[src/design/pcg_consts.vh]
// constants for the peripheral clock gate bank
`ifndef PCG_CONSTS_VH
`define PCG_CONSTS_VH
`define PCG_OFF_RUN         12'h0104
`define PCG_OFF_SLEEP       12'h0114
`define PCG_OFF_DEEP        12'h0124
`define PCG_OFF_CFG         12'h0060
`define PCG_OFF_INT_STAT    12'h0200
`define PCG_OFF_INT_MASK    12'h0204
`define PCG_BIT_TMR2        18
`define PCG_BIT_TMR1        17
`define PCG_BIT_TMR0        16
`define PCG_BIT_TWI         12
`define PCG_BIT_SSP         4
`define PCG_BIT_ASP         0
`define PCG_BIT_AUTO        0
`define PCG_STAT_MSB        5
`define PCG_PAD31           31'h0000_0000
`define PCG_PAD26           26'h000_0000
`define PCG_ADDR_ZERO       12'h000
`define PCG_STRB_ZERO       4'h0
`define PCG_WMASK           32'h0007_1011
`define PCG_RESET_VAL       32'h0000_0000
`define PCG_ZERO32          32'h0000_0000
`define PCG_UNITS           6
`define PCG_UNIT_ZERO       6'h00
`define PCG_PWR_RUN         2'h0
`define PCG_PWR_SLEEP       2'h1
`define PCG_PWR_DEEP        2'h2
`define PCG_RESP_OKAY       2'h0
`define PCG_RESP_SLVERR     2'h2
`endif

[src/design/pcg_clock_gate_bank.v]
// peripheral clock gate bank with axi4-lite registers and fault flags
//
// Operation
// - bit 18 enables the clock of timer two.
// - bit 17 enables the clock of timer one.
// - bit 16 enables the clock of timer zero.
// - bit 12 enables the clock of the two-wire serial port.
// - bit 4 enables the clock of the synchronous serial port.
// - bit 0 enables the clock of the asynchronous serial port.
// - one supplies the unit clock, zero stops it and holds unit disabled.
// - any access to an unclocked unit gets a bus fault answer.
// - all enable bits clear to zero at reset.
// - reserved bits read zero, ignore writes; software preserves them.
// - positions with no unit are read-only reserved bits.
// - run, sleep and deep-sleep copies; applied copy follows power state.
// - sleep copies govern only when auto clock gating bit is set.
// - sleep copy is read-write at offset 0x114, reset zero.
//
// Decided for this implementation: the AXI4-Lite slave port.
`timescale 1ns/10ps
`include "pcg_consts.vh"

module pcg_clock_gate_bank (
  // clock and reset
  input  wire        aclk,
  input  wire        aresetn,
  // axi4-lite write address and data
  input  wire [11:0] s_axi_awaddr,
  input  wire        s_axi_awvalid,
  output wire        s_axi_awready,
  input  wire [31:0] s_axi_wdata,
  input  wire [3:0]  s_axi_wstrb,
  input  wire        s_axi_wvalid,
  output wire        s_axi_wready,
  // axi4-lite write response
  output reg  [1:0]  s_axi_bresp,
  output reg         s_axi_bvalid,
  input  wire        s_axi_bready,
  // axi4-lite read
  input  wire [11:0] s_axi_araddr,
  input  wire        s_axi_arvalid,
  output wire        s_axi_arready,
  output reg  [31:0] s_axi_rdata,
  output reg  [1:0]  s_axi_rresp,
  output reg         s_axi_rvalid,
  input  wire        s_axi_rready,
  // power state, same clock domain
  input  wire [1:0]  power_state,
  // unit bus access attempts, same clock domain, one bit per unit
  input  wire [5:0]  unit_access,
  output wire [5:0]  unit_bus_fault,
  // gated unit clocks and enables
  output wire        gp_counter_two_clock,
  output wire        gp_counter_one_clock,
  output wire        gp_counter_zero_clock,
  output wire        two_wire_port_clock,
  output wire        sync_serial_port_clock,
  output wire        async_serial_port_clock,
  output wire [5:0]  unit_enable,
  // interrupt
  output wire        irq
);

  // stored enable copies and configuration
  reg  [31:0] run_q;
  reg  [31:0] sleep_q;
  reg  [31:0] deep_q;
  reg         auto_gate_q;

  // fault flags and their mask
  reg  [5:0]  stat_q;
  reg  [5:0]  mask_q;

  // effective enable, moved only while the clock is low
  reg  [5:0]  lat_q;

  // write channel holding registers
  reg  [11:0] awaddr_q;
  reg         aw_have_q;
  reg  [31:0] wdata_q;
  reg  [3:0]  wstrb_q;
  reg         w_have_q;

  // combinational selections
  reg  [31:0] eff_sel;
  reg  [31:0] rd_val;
  reg         rd_hit;
  reg  [1:0]  wr_resp;

  // handshake and write decode
  wire        aw_take;
  wire        w_take;
  wire        ar_take;
  wire        b_done;
  wire        r_done;
  wire        wr_go;
  wire        lane0;
  wire        wr_run;
  wire        wr_sleep;
  wire        wr_deep;
  wire        wr_cfg;
  wire        wr_stat;
  wire        wr_mask_reg;
  wire [31:0] wr_mask;
  wire [31:0] wr_keep;
  wire [31:0] wr_val;
  wire [5:0]  en_now;
  wire [5:0]  wr_clr;

  // a held item or a pending answer blocks the next one
  // only one write and one read are ever in flight, so no queue is needed
  assign s_axi_awready = !aw_have_q && !s_axi_bvalid;
  assign s_axi_wready  = !w_have_q && !s_axi_bvalid;
  assign s_axi_arready = !s_axi_rvalid;
  assign aw_take       = s_axi_awvalid && s_axi_awready;
  assign w_take        = s_axi_wvalid && s_axi_wready;
  assign ar_take       = s_axi_arvalid && s_axi_arready;
  assign b_done        = s_axi_bvalid && s_axi_bready;
  assign r_done        = s_axi_rvalid && s_axi_rready;
  // both halves in hand and no answer pending
  assign wr_go         = aw_have_q && w_have_q && !s_axi_bvalid;

  // write decode on the held address
  assign lane0       = wstrb_q[0];
  assign wr_run      = wr_go && (awaddr_q == `PCG_OFF_RUN);
  assign wr_sleep    = wr_go && (awaddr_q == `PCG_OFF_SLEEP);
  assign wr_deep     = wr_go && (awaddr_q == `PCG_OFF_DEEP);
  assign wr_cfg      = wr_go && (awaddr_q == `PCG_OFF_CFG);
  assign wr_stat     = wr_go && (awaddr_q == `PCG_OFF_INT_STAT);
  assign wr_mask_reg = wr_go && (awaddr_q == `PCG_OFF_INT_MASK);
  assign wr_mask     = {{8{wstrb_q[3]}}, {8{wstrb_q[2]}}, {8{wstrb_q[1]}}, {8{wstrb_q[0]}}};
  // reserved and unit-less bits never store
  assign wr_keep     = wr_mask & `PCG_WMASK;
  assign wr_val      = wdata_q & wr_keep;

  // pick the copy that follows the power state
  always @* begin
    eff_sel = run_q;
    // sleep copies only under auto gating
    if (auto_gate_q) begin
      case (power_state)
        `PCG_PWR_SLEEP: eff_sel = sleep_q;
        `PCG_PWR_DEEP:  eff_sel = deep_q;
        default:        eff_sel = run_q;
      endcase
    end else begin
      // run copy stays applied in every state
      eff_sel = run_q;
    end
  end

  assign en_now[5] = eff_sel[`PCG_BIT_TMR2];
  assign en_now[4] = eff_sel[`PCG_BIT_TMR1];
  assign en_now[3] = eff_sel[`PCG_BIT_TMR0];
  assign en_now[2] = eff_sel[`PCG_BIT_TWI];
  assign en_now[1] = eff_sel[`PCG_BIT_SSP];
  assign en_now[0] = eff_sel[`PCG_BIT_ASP];

  // enable moves on the falling edge only
  // the and gate below then never sees a change while the clock is high,
  // so no pulse is cut short; the cost is half a cycle of enable delay
  always @(negedge aclk) begin
    if (!aresetn) begin
      lat_q <= `PCG_UNIT_ZERO;
    end else begin
      lat_q <= en_now;
    end
  end

  assign unit_enable             = lat_q;
  assign gp_counter_two_clock    = aclk & lat_q[5];
  assign gp_counter_one_clock    = aclk & lat_q[4];
  assign gp_counter_zero_clock   = aclk & lat_q[3];
  assign two_wire_port_clock     = aclk & lat_q[2];
  assign sync_serial_port_clock  = aclk & lat_q[1];
  assign async_serial_port_clock = aclk & lat_q[0];

  // access to a unit whose clock is off right now faults
  // judged on the latched enable, which is what the unit really gets
  assign unit_bus_fault = unit_access & ~lat_q;
  assign irq            = |(stat_q & mask_q);
  // status clear uses byte lane zero only
  assign wr_clr = (wr_stat && lane0) ? wdata_q[`PCG_STAT_MSB:0] : `PCG_UNIT_ZERO;

  // read decode; unmapped offsets answer with an error and zero data
  always @* begin
    rd_hit = 1'b1;
    rd_val = `PCG_ZERO32;
    case (s_axi_araddr)
      `PCG_OFF_RUN:      rd_val = run_q;
      `PCG_OFF_SLEEP:    rd_val = sleep_q;
      `PCG_OFF_DEEP:     rd_val = deep_q;
      `PCG_OFF_CFG:      rd_val = {`PCG_PAD31, auto_gate_q};
      `PCG_OFF_INT_STAT: rd_val = {`PCG_PAD26, stat_q};
      `PCG_OFF_INT_MASK: rd_val = {`PCG_PAD26, mask_q};
      default:           rd_hit = 1'b0;
    endcase
  end

  // write response code from the held address
  always @* begin
    wr_resp = `PCG_RESP_OKAY;
    case (awaddr_q)
      `PCG_OFF_RUN:      wr_resp = `PCG_RESP_OKAY;
      `PCG_OFF_SLEEP:    wr_resp = `PCG_RESP_OKAY;
      `PCG_OFF_DEEP:     wr_resp = `PCG_RESP_OKAY;
      `PCG_OFF_CFG:      wr_resp = `PCG_RESP_OKAY;
      `PCG_OFF_INT_STAT: wr_resp = `PCG_RESP_OKAY;
      `PCG_OFF_INT_MASK: wr_resp = `PCG_RESP_OKAY;
      default:           wr_resp = `PCG_RESP_SLVERR;
    endcase
  end

  // write address holding register
  // awready drops while held, so a take and a commit never meet
  always @(posedge aclk) begin
    if (!aresetn) begin
      awaddr_q  <= `PCG_ADDR_ZERO;
      aw_have_q <= 1'b0;
    end else if (aw_take) begin
      awaddr_q  <= s_axi_awaddr;
      aw_have_q <= 1'b1;
    end else if (wr_go) begin
      aw_have_q <= 1'b0;
    end
  end

  // write data holding register
  always @(posedge aclk) begin
    if (!aresetn) begin
      wdata_q  <= `PCG_ZERO32;
      wstrb_q  <= `PCG_STRB_ZERO;
      w_have_q <= 1'b0;
    end else if (w_take) begin
      wdata_q  <= s_axi_wdata;
      wstrb_q  <= s_axi_wstrb;
      w_have_q <= 1'b1;
    end else if (wr_go) begin
      w_have_q <= 1'b0;
    end
  end

  // write response channel, one cycle after commit
  always @(posedge aclk) begin
    if (!aresetn) begin
      s_axi_bvalid <= 1'b0;
      s_axi_bresp  <= `PCG_RESP_OKAY;
    end else if (wr_go) begin
      s_axi_bvalid <= 1'b1;
      s_axi_bresp  <= wr_resp;
    end else if (b_done) begin
      s_axi_bvalid <= 1'b0;
    end
  end

  // read channel, answer on the edge after the address is taken
  always @(posedge aclk) begin
    if (!aresetn) begin
      s_axi_rvalid <= 1'b0;
      s_axi_rdata  <= `PCG_ZERO32;
      s_axi_rresp  <= `PCG_RESP_OKAY;
    end else if (ar_take) begin
      s_axi_rvalid <= 1'b1;
      s_axi_rdata  <= rd_val;
      s_axi_rresp  <= rd_hit ? `PCG_RESP_OKAY : `PCG_RESP_SLVERR;
    end else if (r_done) begin
      s_axi_rvalid <= 1'b0;
    end
  end

  // every copy clears, so all units start unclocked
  always @(posedge aclk) begin
    if (!aresetn) begin
      run_q <= `PCG_RESET_VAL;
    end else if (wr_run) begin
      run_q <= (run_q & ~wr_keep) | wr_val;
    end
  end

  always @(posedge aclk) begin
    if (!aresetn) begin
      sleep_q <= `PCG_RESET_VAL;
    end else if (wr_sleep) begin
      sleep_q <= (sleep_q & ~wr_keep) | wr_val;
    end
  end

  // deep-sleep copy, same layout
  always @(posedge aclk) begin
    if (!aresetn) begin
      deep_q <= `PCG_RESET_VAL;
    end else if (wr_deep) begin
      deep_q <= (deep_q & ~wr_keep) | wr_val;
    end
  end

  // auto gating select, lane zero only
  always @(posedge aclk) begin
    if (!aresetn) begin
      auto_gate_q <= 1'b0;
    end else if (wr_cfg && lane0) begin
      auto_gate_q <= wdata_q[`PCG_BIT_AUTO];
    end
  end

  // interrupt mask, lane zero only
  always @(posedge aclk) begin
    if (!aresetn) begin
      mask_q <= `PCG_UNIT_ZERO;
    end else if (wr_mask_reg && lane0) begin
      mask_q <= wdata_q[`PCG_STAT_MSB:0];
    end
  end

  // fault flags: a fault in the clearing cycle wins,
  // so software never loses an event it has not yet seen
  always @(posedge aclk) begin
    if (!aresetn) begin
      stat_q <= `PCG_UNIT_ZERO;
    end else begin
      stat_q <= (stat_q & ~wr_clr) | unit_bus_fault;
    end
  end

endmodule // pcg_clock_gate_bank

[config.mk]
export PLATFORM = sky130hd
export DESIGN_NAME = pcg_clock_gate_bank
export DESIGN_NICKNAME = d
export VERILOG_FILES = /design/src/design/pcg_clock_gate_bank.v
export VERILOG_INCLUDE_DIRS = /design/src /design/src/design
export SDC_FILE = /design/constraint.sdc
export NUM_CORES = 1
export LEC_CHECK = 0
export ABC_AREA = 0
export BUFFER_PORTS_ARGS = -buffer_cell sky130_fd_sc_hd__buf_2
export CAP_MARGIN = 20
export CORE_UTILIZATION = 40
export CTS_CLUSTER_SIZE = 10
export DETAILED_ROUTE_END_ITERATION = 7
export GPL_TIMING_DRIVEN = 1
export PLACE_DENSITY = 0.73
export SYNTH_ARGS = -nofsm -noshare
export SYNTH_HDL_FRONTEND = slang
export SYNTH_SLANG_ARGS = --single-unit
[constraint.sdc]
create_clock -name aclk -period 2.2 [get_ports aclk]
set_input_delay 0.22 -clock aclk [delete_from_list [all_inputs] [get_ports aclk]]
set_output_delay 0.22 -clock aclk [all_outputs]
set_load 0.03 [all_outputs]
# --- Word level (Yosys, flattened, before mapping) ---
# Cells that the tools add are included.
totals:
  regBits: 202
  input_bits: 75
  output_inout_bits: 60
  wordCells: 94
classes:
  n_eq_ne: 14
  muxes: 14
  bitwise_logic: 20
  n_reduce_logical: 29
ops:
  columns: ["operator", "count"]
  rows:
  - ["$pmux 32 s6", 1]
  - ["$and 32x32->32", 3]
  - ["$or 32x32->32", 3]
  - ["$eq 12x9->1 const B", 6]
  - ["$eq 12x10->1 const B", 4]
  - ["$pmux 19 s2", 1]
  - ["$and 32x19->32", 1]
  - ["$not 19->32", 1]
  - ["$eq 12x7->1 const B", 2]
  - ["$mux 19", 1]
  - ["$and 6x6->6", 3]
  - ["$logic_and 1x1->1", 18]
  - ["$reduce_or 6->1", 3]
  - ["$not 6->6", 2]
  - ["$mux 1", 8]
  - ["$reduce_bool 2->1", 4]
  - ["$and 1x1->1", 6]
  - ["$mux 6", 1]
  - ["$or 6x6->6", 1]
  - ["$logic_not 1->1", 4]
  - ["$mux 2", 2]
  - ["$eq 2x1->1 const B", 1]
  - ["$eq 2x2->1 const B", 1]

# --- Logic depth before layout (Yosys ltp) ---
# Gate-level depths: netlist (run 1).
logic_depth:
  depth_word: 8
  mapped_depth: 6
  ltp_nobuf: 5

==> impl_metrics.csv, run 1 <==
group,metric,value,unit
drt,routedWlPerCell,14.5,um
global_route,wire_length_of_the_first_global_routing_pass,15900,um
worst_setup_path,worst_endpoint_data_arrival_time,2270,ps
outcome,status,"finished with violations",
run,timing.max_cap.violations,0,
global_route,global_route.overflow_total,0,
floorplanning,io_pins,135,
worst_setup_path,worst-path-max-fanout,3,
synthesis,synth.lib_cells_used.distinct,43,
cts,clock_latency,520,ps
timing,final_setup_violation_count,24,
drt,num_vias,3578,
timing,worst_slew_pin_slew,518,ps
drt,wl,9860,um
floorplanning,core_region_area,8850,um^2
worst_setup_path,worst-path-buf-inv,1,
synthesis,largest_cells_by_area_after_synthesis,"sky130_fd_sc_hd__dfxtp_1 (42%), sky130_fd_sc_hd__nand2_1 (9.6%), sky130_fd_sc_hd__mux2i_1 (7.0%), sky130_fd_sc_hd__a21oi_1 (5.8%), sky130_fd_sc_hd__buf_4 (4.9%)",
synthesis,synth_top_area_cell,"sky130_fd_sc_hd__dfxtp_1",
worst_setup_path,timing_worst_setup_path_type,"reg2out",
worst_setup_path,worst_ep_required_time,1980,ps
finish,fillers,780,
worst_setup_path,cp_cell_sequence,"and2_4 -> buf_6",
synthesis,post_synth_instance_area,3700,um^2
worst_setup_path,timing.critical_path.from,"unit_enable[4]$_SDFF_NN0_",
worst_setup_path,crit_cells,2,
finish,finish.cell_count_without_fillers,682,
min_path,worst_hold_path_type,"in2reg",
place,place_inst,632,
outcome,violated_checks,"design-rule violations, negative setup slack",
place,place.gp.congestion,0.872,
synthesis,synth_largest_type_area_fraction,42.2,%
timing,rsz_0062_raised_after_global_routing,"yes",
worst_setup_path,rr_startpoint,"unit_enable[0]$_SDFF_NN0_",
min_path,min-delay-start,"s_axi_awaddr[9]",
worst_setup_path,timing.critical_path.to_type,"output pin",
worst_setup_path,timing.critical_path.from_type,"register",
floorplanning,initial_core_util,41.8,%
finish,areaGrowthSynthToFinish,33.0,%
global_route,grt.total_usage,21.1,%
floorplanning,chipHeight,98.1,um
finish,fin_util,55.6,%
drt,initialDrtViolationCount,192,
finish,num_antenna_cells,0,
drt,drcViolationCount,11,
place,place.port_buffers,87,
synthesis,synth_cells,443,
worst_setup_path,critical_path.endpoint,"gp_counter_one_clock",
power,p_leak,2.06,nW
timing,layout_setup_ws,-288,ps
global_route,antenna_found_initial,0,
cts,worst_setup_hold_path_clk_slew,80,ps
worst_setup_path,r2r_cells,5,
synthesis,yosys_synthesis_warning_count,0,
drt,route.detailed.vias_per_inst,5.25,
timing,clock-skew-final,60.3,ps
worst_setup_path,worst_r2r_endpoint,"stat_q[0]$_SDFF_PN0_",
synthesis,synth.ff_latch_count,78,
finish,num-nets-final,646,
worst_setup_path,critical-path-slowest-cell,"sky130_fd_sc_hd__dfxtp_4",
timing,finalHoldViolCount,0,
worst_setup_path,setup.reg_to_reg.worst_slack,50,ps
place,place.detailed.hpwl,6810,um
synthesis,synth_seq_area_share,42.2,%
global_route,number_of_global_route_vias_before_repair,3449,
timing,maxSlewViolCount,0,
drt,drtAntennaViolNets,0,
floorplanning,cell_row_count,34,
power,power_density,666,nW/um^2
global_route,grt_start_max_net_pins,37,
floorplanning,die-area,9630,um^2
place,postPlaceCellArea,4230,um^2
worst_setup_path,critPathMaxStageDelay,380,ps
power,vdd_ir_drop_max,0.000411,V
floorplanning,fp.dieW,98.1,um
finish,post_route_cells_drive_above_1_share,28.6,%
power,report.power.total,0.00328,W
timing,maxSlewHeadroom,65.2,%
drt,firstDrtPassIters,8,
worst_setup_path,timing.critical_path.max_delay_family,"flip-flops",
cts,tritoncts,"done",
place,dp_worst_setup_slack,-156,ps
finish,final_design_area_no_fill,4920,um^2
synthesis,syn-mean-instance-area,8.34,um^2
-- area by class of cell --
type / instances / area [um^2] / share of cell area, %
clock buffer: 21 / 275 / 5.60
clock inverter: 11 / 67.6 / 1.37
inverter: 6 / 22.5 / 0.458
multi-input combinational: 336 / 2010 / 40.8
sequential: 78 / 1580 / 32.2
tap: 108 / 135 / 2.75
timing repair buffer: 122 / 827 / 16.8
-- synthesized netlist by cell type (all sizes together) --
library cell / number
nor4: 3
and2: 14
nor4b: 6
buf: 24
nor2b: 17
or3: 3
o2bb2ai: 2
nand4: 8
nor3: 7
a2111oi: 1
a21oi: 43
a31oi: 1
nand3b: 2
mux2: 5
a221o: 4
mux2i: 26
o2111ai: 1
and4bb: 1
nand2: 95
nor3b: 3
clkinv: 1
inv: 6
clkbuf: 21
nor4bb: 1
nand4b: 1
conb: 1
a211oi: 7
or4: 1
o311ai: 2
nand2b: 1
nand3: 3
dfxtp: 78
or4b: 2
a22oi: 9
ha: 2
o41ai: 2
nor2: 14
and3b: 3
a21o: 1
o21ai: 18
and3: 3
-- tightest hold or removal path, delay by kind of cell --
family / cells / cell delay (ps)
compound gates: 1 / 50
buf+inv: 1 / 90
simple gates: 1 / 50
-- power breakdown --
part	internal (W)	switching, W	total, W
logic	0.000164	0.000279	0.000443
registers	0.00145	0.0000407	0.00149
clock network	0.000708	0.000630	0.00134
total	0.00233	0.000950	0.00328
-- cell usage in the layout (no fill, tap or decap), drive strengths merged, types with 5 or more instances in the layout --
| cell | instances |
|---|---|
| buf | 114 |
| nand2 | 95 |
| dfxtp | 78 |
| a21oi | 43 |
| mux2i | 26 |
| conb | 24 |
| o21ai | 18 |
| nor2b | 17 |
| clkbuf | 15 |
| nor2 | 14 |
| dlygate4sd3 | 14 |
| and2 | 14 |
| inv | 12 |
| a22oi | 9 |
| nand4 | 8 |
| nor3 | 7 |
| a211oi | 7 |
| nor4b | 6 |
| mux2 | 5 |
-- logic make-up (layout without fill, tap and decap cells) --
group / count (synthesis) / after routing / share of synthesized area, %
muxes: 31 / 31 / 8.56
AOI/OAI and AO/OA: 91 / 91 / 14.9
adders and majority gates: 2 / 2 / 0.677
DFF: 78 / 78 / 42.2
buffers and inverters: 52 / 160 / 7.72
and+or+nand+nor: 188 / 188 / 25.8
other: 1 / 24 / 0.101
-- what timing repair did --
action	4_1_cts	5_1_grt
setup endpoints to repair	24	25
gates resized for setup	56	9
hold buffers	14	0
pin swaps	0	1
setup buffers	6	5
hold endpoints to repair	14	0
cloned	0	0
-- metrics by stage --
step | hold WS [ps] | setup TNS [ps]
finish | 2.18 | -4270
global route | 6.92 | -4900
CTS | 0.587 | -4110
detailed placement | 419 | -786
global placement | 411 | -619
floorplan | 320 | -19.9
-- worst min path at each step --
| stage | cells after the start | endpoint | slack [ps] |
|---|---|---|---|
| floorplan | 1 | s_axi_rvalid$_SDFFE_PN0P_ | 320 |
| global placement | 2 | s_axi_rvalid$_SDFFE_PN0P_ | 410 |
| detailed placement | 2 | s_axi_rvalid$_SDFFE_PN0P_ | 420 |
| CTS | 3 | awaddr_q[9]$_SDFFE_PN0P_ | 0.6 |
| global route | 3 | awaddr_q[1]$_SDFFE_PN0P_ | 7 |
| finish | 3 | awaddr_q[9]$_SDFFE_PN0P_ | 2 |
-- layer usage --
layer	GRT usage, %	part of all wire [%]	up-vias
li1	-	-	1765
met1	23.5	42	1656
met2	35.9	50	132
met3	5.87	5.1	25
met4	12.1	2.8	0
met5	0	0	-
Note: power is estimated with default switching activity, not from simulation.
==> inputs of run 2 (changes only) <==
clock period = 2.9 ns   (was 2.2 ns; I/O delays follow)
==> run 2 against run 1 <==
The flow still finishes with violations (design-rule violations, negative setup slack). Clock power decreased by 27%. Via count decreased by 3.7%. Cell count decreased by 4.4%. Total power decreased by 26%. Combinational power decreased by 32%. Flip-flop and latch count unchanged. Critical path depth unchanged. Sequential share of layout area increased by 2.3 points. Clock skew increased by 1.5 ps. Critical endpoint is now unit_bus_fault[4]. Largest cell class unchanged. Largest power group unchanged.
==> impl_metrics.csv, run 2 (synthesis gave the netlist of run 1 again) <==
group,metric,value,unit
place,place.port_buffers,87,
outcome,violated_checks,"design-rule violations, negative setup slack",
outcome,status,"finished with violations",
timing,worst_slew_pin_slew,651,ps
global_route,grt_start_max_net_pins,37,
drt,route.detailed.vias_per_inst,5.29,
worst_setup_path,critPathMaxStageDelay,350,ps
timing,finalHoldViolCount,0,
min_path,worst_hold_path_type,"in2reg",
drt,drtAntennaViolNets,0,
power,p_leak,1.90,nW
drt,num_vias,3447,
floorplanning,cell_row_count,34,
min_path,worst_hold_path.num_cells,3,
power,vdd_ir_drop_max,0.000182,V
global_route,wire_length_of_the_first_global_routing_pass,15200,um
floorplanning,chipHeight,98.1,um
floorplanning,die-area,9630,um^2
global_route,number_of_global_route_vias_before_repair,3373,
timing,layout_setup_ws,-17.1,ps
drt,initialDrtViolationCount,161,
timing,clock-skew-final,61.8,ps
timing,maxSlewViolCount,0,
timing,total_negative_slack,-17.1,ps
drt,wl,9370,um
worst_setup_path,timing_worst_setup_path_type,"reg2out",
worst_setup_path,timing.critical_path.from_type,"register",
timing,maxSlewHeadroom,56.2,%
cts,clock_latency,520,ps
finish,num_antenna_cells,0,
floorplanning,core_region_area,8850,um^2
floorplanning,io_pins,135,
worst_setup_path,cp_cell_sequence,"nor2b_4 -> buf_6",
power,power_density,526,nW/um^2
floorplanning,initial_core_util,41.8,%
power,internal-power,0.00166,W
global_route,global_route.overflow_total,0,
worst_setup_path,timing.critical_path.to_type,"output pin",
power,power.share.clock,40.4,%
floorplanning,fp.dieW,98.1,um
worst_setup_path,critical-path-slowest-cell,"sky130_fd_sc_hd__dfxtp_4",
worst_setup_path,worst_endpoint_data_arrival_time,2630,ps
drt,drcViolationCount,9,
place,place.gp.congestion,0.913,
power,power_frac_seq,47.2,%
global_route,grt.total_usage,20.2,%
finish,areaGrowthSynthToFinish,24.3,%
worst_setup_path,crit_cells,2,
power,p_sw_share,31.1,%
place,place.detailed.hpwl,6810,um
global_route,antenna_found_initial,0,
timing,rsz_0062_raised_after_global_routing,"yes",
finish,num-nets-final,616,
finish,fillers,834,
timing,final_setup_violation_count,1,
drt,firstDrtPassIters,7,
cts,tritoncts,"done",
worst_setup_path,r2r_cells,4,
drt,routedWlPerCell,14.4,um
run,timing.max_cap.violations,0,
worst_setup_path,worst-path-buf-inv,1,
worst_setup_path,worst-path-max-fanout,3,
power,combPwrFrac,12.4,%
finish,most_used_cells_in_the_layout_excluding_fill_and_tap_cells,"sky130_fd_sc_hd__nand2_1 (95), sky130_fd_sc_hd__buf_2 (75), sky130_fd_sc_hd__dfxtp_1 (72), sky130_fd_sc_hd__a21oi_1 (43), sky130_fd_sc_hd__mux2i_1 (26)",
cts,worst_setup_hold_path_clk_slew,90,ps
power,total_switching_power,0.000750,W
finish,mostFrequentLayoutCell,"sky130_fd_sc_hd__nand2_1",
finish,post_route_cells_drive_above_1_share,26.5,%
power,report.power.total,0.00241,W
worst_setup_path,worst_ep_required_time,2610,ps
worst_setup_path,timing.critical_path.max_delay_family,"flip-flops",
run 2: cell types whose count changed in the layout (fill, tap and decap cells not counted), sizes merged:
| cell | before | now |
|---|---|---|
| buf | 114 | 97 |
| bufinv | 1 | 0 |
| clkbuf | 15 | 13 |
| clkinv | 4 | 3 |
| clkinvlp | 0 | 1 |
| dlygate4sd3 | 14 | 1 |
| inv | 12 | 15 |
run 2: path summary, 6_finish.rpt:
kind	from	slack, ps	end
worst min-delay path	s_axi_awaddr[7]	60	awaddr_q[7]$_SDFFE_PN0P_
worst max register to register	auto_gate_q$_SDFFE_PN0P_	400	unit_enable[4]$_SDFF_NN0_
worst max-delay path	unit_enable[4]$_SDFF_NN0_	-20	unit_bus_fault[4]
worst min register to register	wdata_q[16]$_SDFFE_PN0P_	460	wdata_q[16]$_SDFFE_PN0P_
run 2: metrics by stage:
stage / setup slack (ps) / utilization, % / std cells / hold WS [ps] / cell area, um^2
2_1_floorplan: 92.4 / - / 466 / 390 / 3780
4_1_cts: -19.3 / 51.1 / 650 / 50.1 / 4520
3_3_place_gp: 138 / 46.7 / 621 / 442 / 4130
5_1_grt: -54.9 / 51.9 / 652 / 59.9 / 4590
3_5_place_dp: 106 / 46.7 / 621 / 448 / 4130
6_report: -17.1 / 51.9 / 652 / 63.4 / 4590
run 2: per-layer routing:
layer	vias up	GRT usage [%]	part of all wire (%)
li1	1701	-	-
met1	1615	22.2	42
met2	105	34.0	51
met3	26	5.30	4.3
met4	0	14.0	3.0
met5	-	0	0
run 2: worst min-delay path, cell delays in order:
cell and delay, ps:
sky130_fd_sc_hd__buf_2 100, sky130_fd_sc_hd__nand2_1 40, sky130_fd_sc_hd__a21oi_1 50
run 2: final cells by class:
| class | instances | area, um^2 | share of cell area, % |
|---|---|---|---|
| clock inverter | 13 | 85.1 | 1.85 |
| timing repair buffer | 92 | 528 | 11.5 |
| multi-input combinational | 336 | 1990 | 43.4 |
| inverter | 6 | 22.5 | 0.490 |
| clock buffer | 19 | 246 | 5.36 |
| tap | 108 | 135 | 2.94 |
| sequential | 78 | 1580 | 34.5 |
run 2: power by group through the flow:
| stage | Clock, W | Sequential (W) | Combinational [W] |
|---|---|---|---|
| 5_1_grt | 0.00106 | 0.00115 | 0.000329 |
| 6_report | 0.000975 | 0.00114 | 0.000301 |
| 4_1_cts | 0.000989 | 0.00114 | 0.000295 |
| 3_3_place_gp | 0.0000150 | 0.00117 | 0.000276 |
| 3_5_place_dp | 0.0000150 | 0.00117 | 0.000282 |
| 2_1_floorplan | 0.0000150 | 0.00116 | 0.000218 |
run 2: repair_timing:
item | in CTS | in global routing
cloned | 0 | 0
hold endpoints to repair | 1 | 0
setup buffers | 3 | 2
pin swaps | 0 | 0
hold buffers | 1 | 0
resized for setup | 35 | 18
setup endpoints to repair | 18 | 18
==> inputs of run 3 (changes only) <==
GPL_ROUTABILITY_DRIVEN = 0   (was default)
TNS_END_PERCENT = 20   (was default)
==> run 3 against run 2 <==
The run still ends with design-rule violations, negative setup slack left. Routed wire length is 1.3% lower. Cell area is 0.65% lower. Register-to-register slack about the same. Sequential share of layout area is 0.17 points higher. Flip-flop and latch count stayed put. Clock skew about the same. Via count is 0.93% lower. Critical path depth did not move.
==> impl_metrics.csv, run 3 (synthesis gave the netlist of run 1 again) <==
group,metric,value,unit
finish,fillers,840,
finish,post_route_cells_drive_above_1_share,26.1,%
worst_setup_path,timing_worst_setup_path_type,"reg2out",
finish,multiInputGateArea,1990,um^2
global_route,grt_start_max_net_pins,37,
finish,num-nets-final,613,
finish,sequential_cell_area,1580,um^2
timing,layout_setup_ws,-18.2,ps
drt,initialDrtViolationCount,165,
drt,routedWlPerCell,14.2,um
place,place.port_buffers,87,
floorplanning,die-area,9630,um^2
global_route,grt.total_usage,20.1,%
drt,drtAntennaViolNets,0,
global_route,number_of_global_route_vias_before_repair,3335,
finish,mostFrequentLayoutCell,"sky130_fd_sc_hd__nand2_1",
worst_setup_path,worst-path-max-fanout,3,
floorplanning,io_pins,135,
timing,hold-worst-slack,64.8,ps
power,power_density,528,nW/um^2
finish,final_design_area_no_fill,4560,um^2
worst_setup_path,cp_cell_sequence,"nor2b_4 -> buf_6",
place,place.detailed.hpwl,6810,um
worst_setup_path,timing.critical_path.to_type,"output pin",
finish,num_antenna_cells,0,
timing,final_setup_violation_count,1,
outcome,status,"finished with violations",
floorplanning,cell_row_count,34,
floorplanning,chipHeight,98.1,um
outcome,violated_checks,"design-rule violations, negative setup slack",
finish,areaGrowthSynthToFinish,23.5,%
run,timing.max_cap.violations,0,
place,place_inst,621,
timing,total_negative_slack,-18.2,ps
worst_setup_path,timing.critical_path.max_delay_family,"flip-flops",
drt,drcViolationCount,10,
worst_setup_path,critPathMaxStageDelay,360,ps
place,postPlaceCellArea,4130,um^2
min_path,worst_hold_path_type,"in2reg",
floorplanning,fp.dieW,98.1,um
worst_setup_path,worst_endpoint_data_arrival_time,2630,ps
timing,maxSlewHeadroom,56.2,%
cts,worst_setup_hold_path_clk_slew,90,ps
cts,clock_latency,520,ps
global_route,global_route.overflow_total,0,
floorplanning,core_region_area,8850,um^2
timing,worst_slew_pin_slew,651,ps
drt,firstDrtPassIters,6,
timing,maxSlewViolCount,0,
timing,finalHoldViolCount,0,
timing,rsz_0062_raised_after_global_routing,"yes",
worst_setup_path,worst_ep_required_time,2610,ps
global_route,wire_length_of_the_first_global_routing_pass,15200,um
timing,clock-skew-final,61.6,ps
worst_setup_path,timing.critical_path.from_type,"register",
worst_setup_path,timing.critical_path.from,"unit_enable[4]$_SDFF_NN0_",
min_path,min-delay-start,"s_axi_awaddr[7]",
floorplanning,initial_core_util,41.8,%
finish,fin_util,51.6,%
drt,route.detailed.vias_per_inst,5.26,
worst_setup_path,rr_startpoint,"auto_gate_q$_SDFFE_PN0P_",
power,p_leak,1.88,nW
finish,most_used_cells_in_the_layout_excluding_fill_and_tap_cells,"sky130_fd_sc_hd__nand2_1 (95), sky130_fd_sc_hd__buf_2 (75), sky130_fd_sc_hd__dfxtp_1 (72), sky130_fd_sc_hd__a21oi_1 (43), sky130_fd_sc_hd__mux2i_1 (26)",
cts,tritoncts,"done",
drt,wl,9240,um
power,vdd_ir_drop_max,0.000182,V
finish,finish.cell_count_without_fillers,649,
worst_setup_path,worst-path-buf-inv,1,
worst_setup_path,critical-path-slowest-cell,"sky130_fd_sc_hd__dfxtp_4",
global_route,antenna_found_initial,0,
drt,num_vias,3415,
[run 3: changes by cell type in the layout (fill, tap and decap cells not counted)]
cell | previous run | this run
sky130_fd_sc_hd__dfxtp_4 | 6 | 5
sky130_fd_sc_hd__nor2b_4 | 6 | 5
sky130_fd_sc_hd__nor2b_2 | 0 | 1
sky130_fd_sc_hd__buf_4 | 10 | 7
sky130_fd_sc_hd__dfxtp_2 | 0 | 1
[run 3: report_power, final]
part | switching [W] | internal, W | total (W) | leakage, nW
Combinational | 0.000196 | 0.000100 | 0.000296 | 1.02
Sequential | 0.0000362 | 0.00110 | 0.00114 | 0.640
Clock | 0.000515 | 0.000458 | 0.000974 | 0.215
Total | 0.000748 | 0.00166 | 0.00241 | 1.88
[run 3: routing by layer]
| metal | global-route usage, % | part of all wire [%] |
|---|---|---|
| met4 | 13.8 | 2.9 |
| met1 | 22.2 | 43 |
| met2 | 33.8 | 50 |
| met5 | 0 | 0 |
| met3 | 5.23 | 4.3 |
[run 3: timing repair]
item	4_1_cts	5_1_grt
cloned	0	0
resized for setup	32	19
hold endpoints to repair	1	0
hold buffers	1	0
endpoints found under the setup margin	18	18
setup buffers	1	1
pin swaps	0	0
[run 3: worst paths after layout]
path / to / slack [ps] / cells past startpoint
hold / removal: awaddr_q[7]$_SDFFE_PN0P_ / 60 / 3
setup reg to reg: unit_enable[4]$_SDFF_NN0_ / 400 / 4
hold reg to reg: wdata_q[16]$_SDFFE_PN0P_ / 460 / 2
setup / recovery: unit_bus_fault[4] / -20 / 2
[run 3: cell type report]
class,count,share of cell area (%)
timing repair buffer,89,11.1
inverter,6,0.493
clock buffer,19,5.40
sequential,78,34.6
multi-input combinational,336,43.6
clock inverter,13,1.86
tap,108,2.96
[run 3: worst register-to-register path, stage by stage, from the launching register on]
cell                       delay, ps
sky130_fd_sc_hd__dfxtp_1         400
sky130_fd_sc_hd__nor2b_1         150
sky130_fd_sc_hd__buf_4           180
sky130_fd_sc_hd__nor2_1           60
sky130_fd_sc_hd__a211oi_1        230
[run 3: metrics by stage]
step	total power, W	setup slack [ps]
2_1_floorplan	0.00140	92.4
3_3_place_gp	0.00146	138
3_5_place_dp	0.00147	106
4_1_cts	0.00242	-23.7
5_1_grt	0.00253	-54.9
6_report	0.00241	-18.2
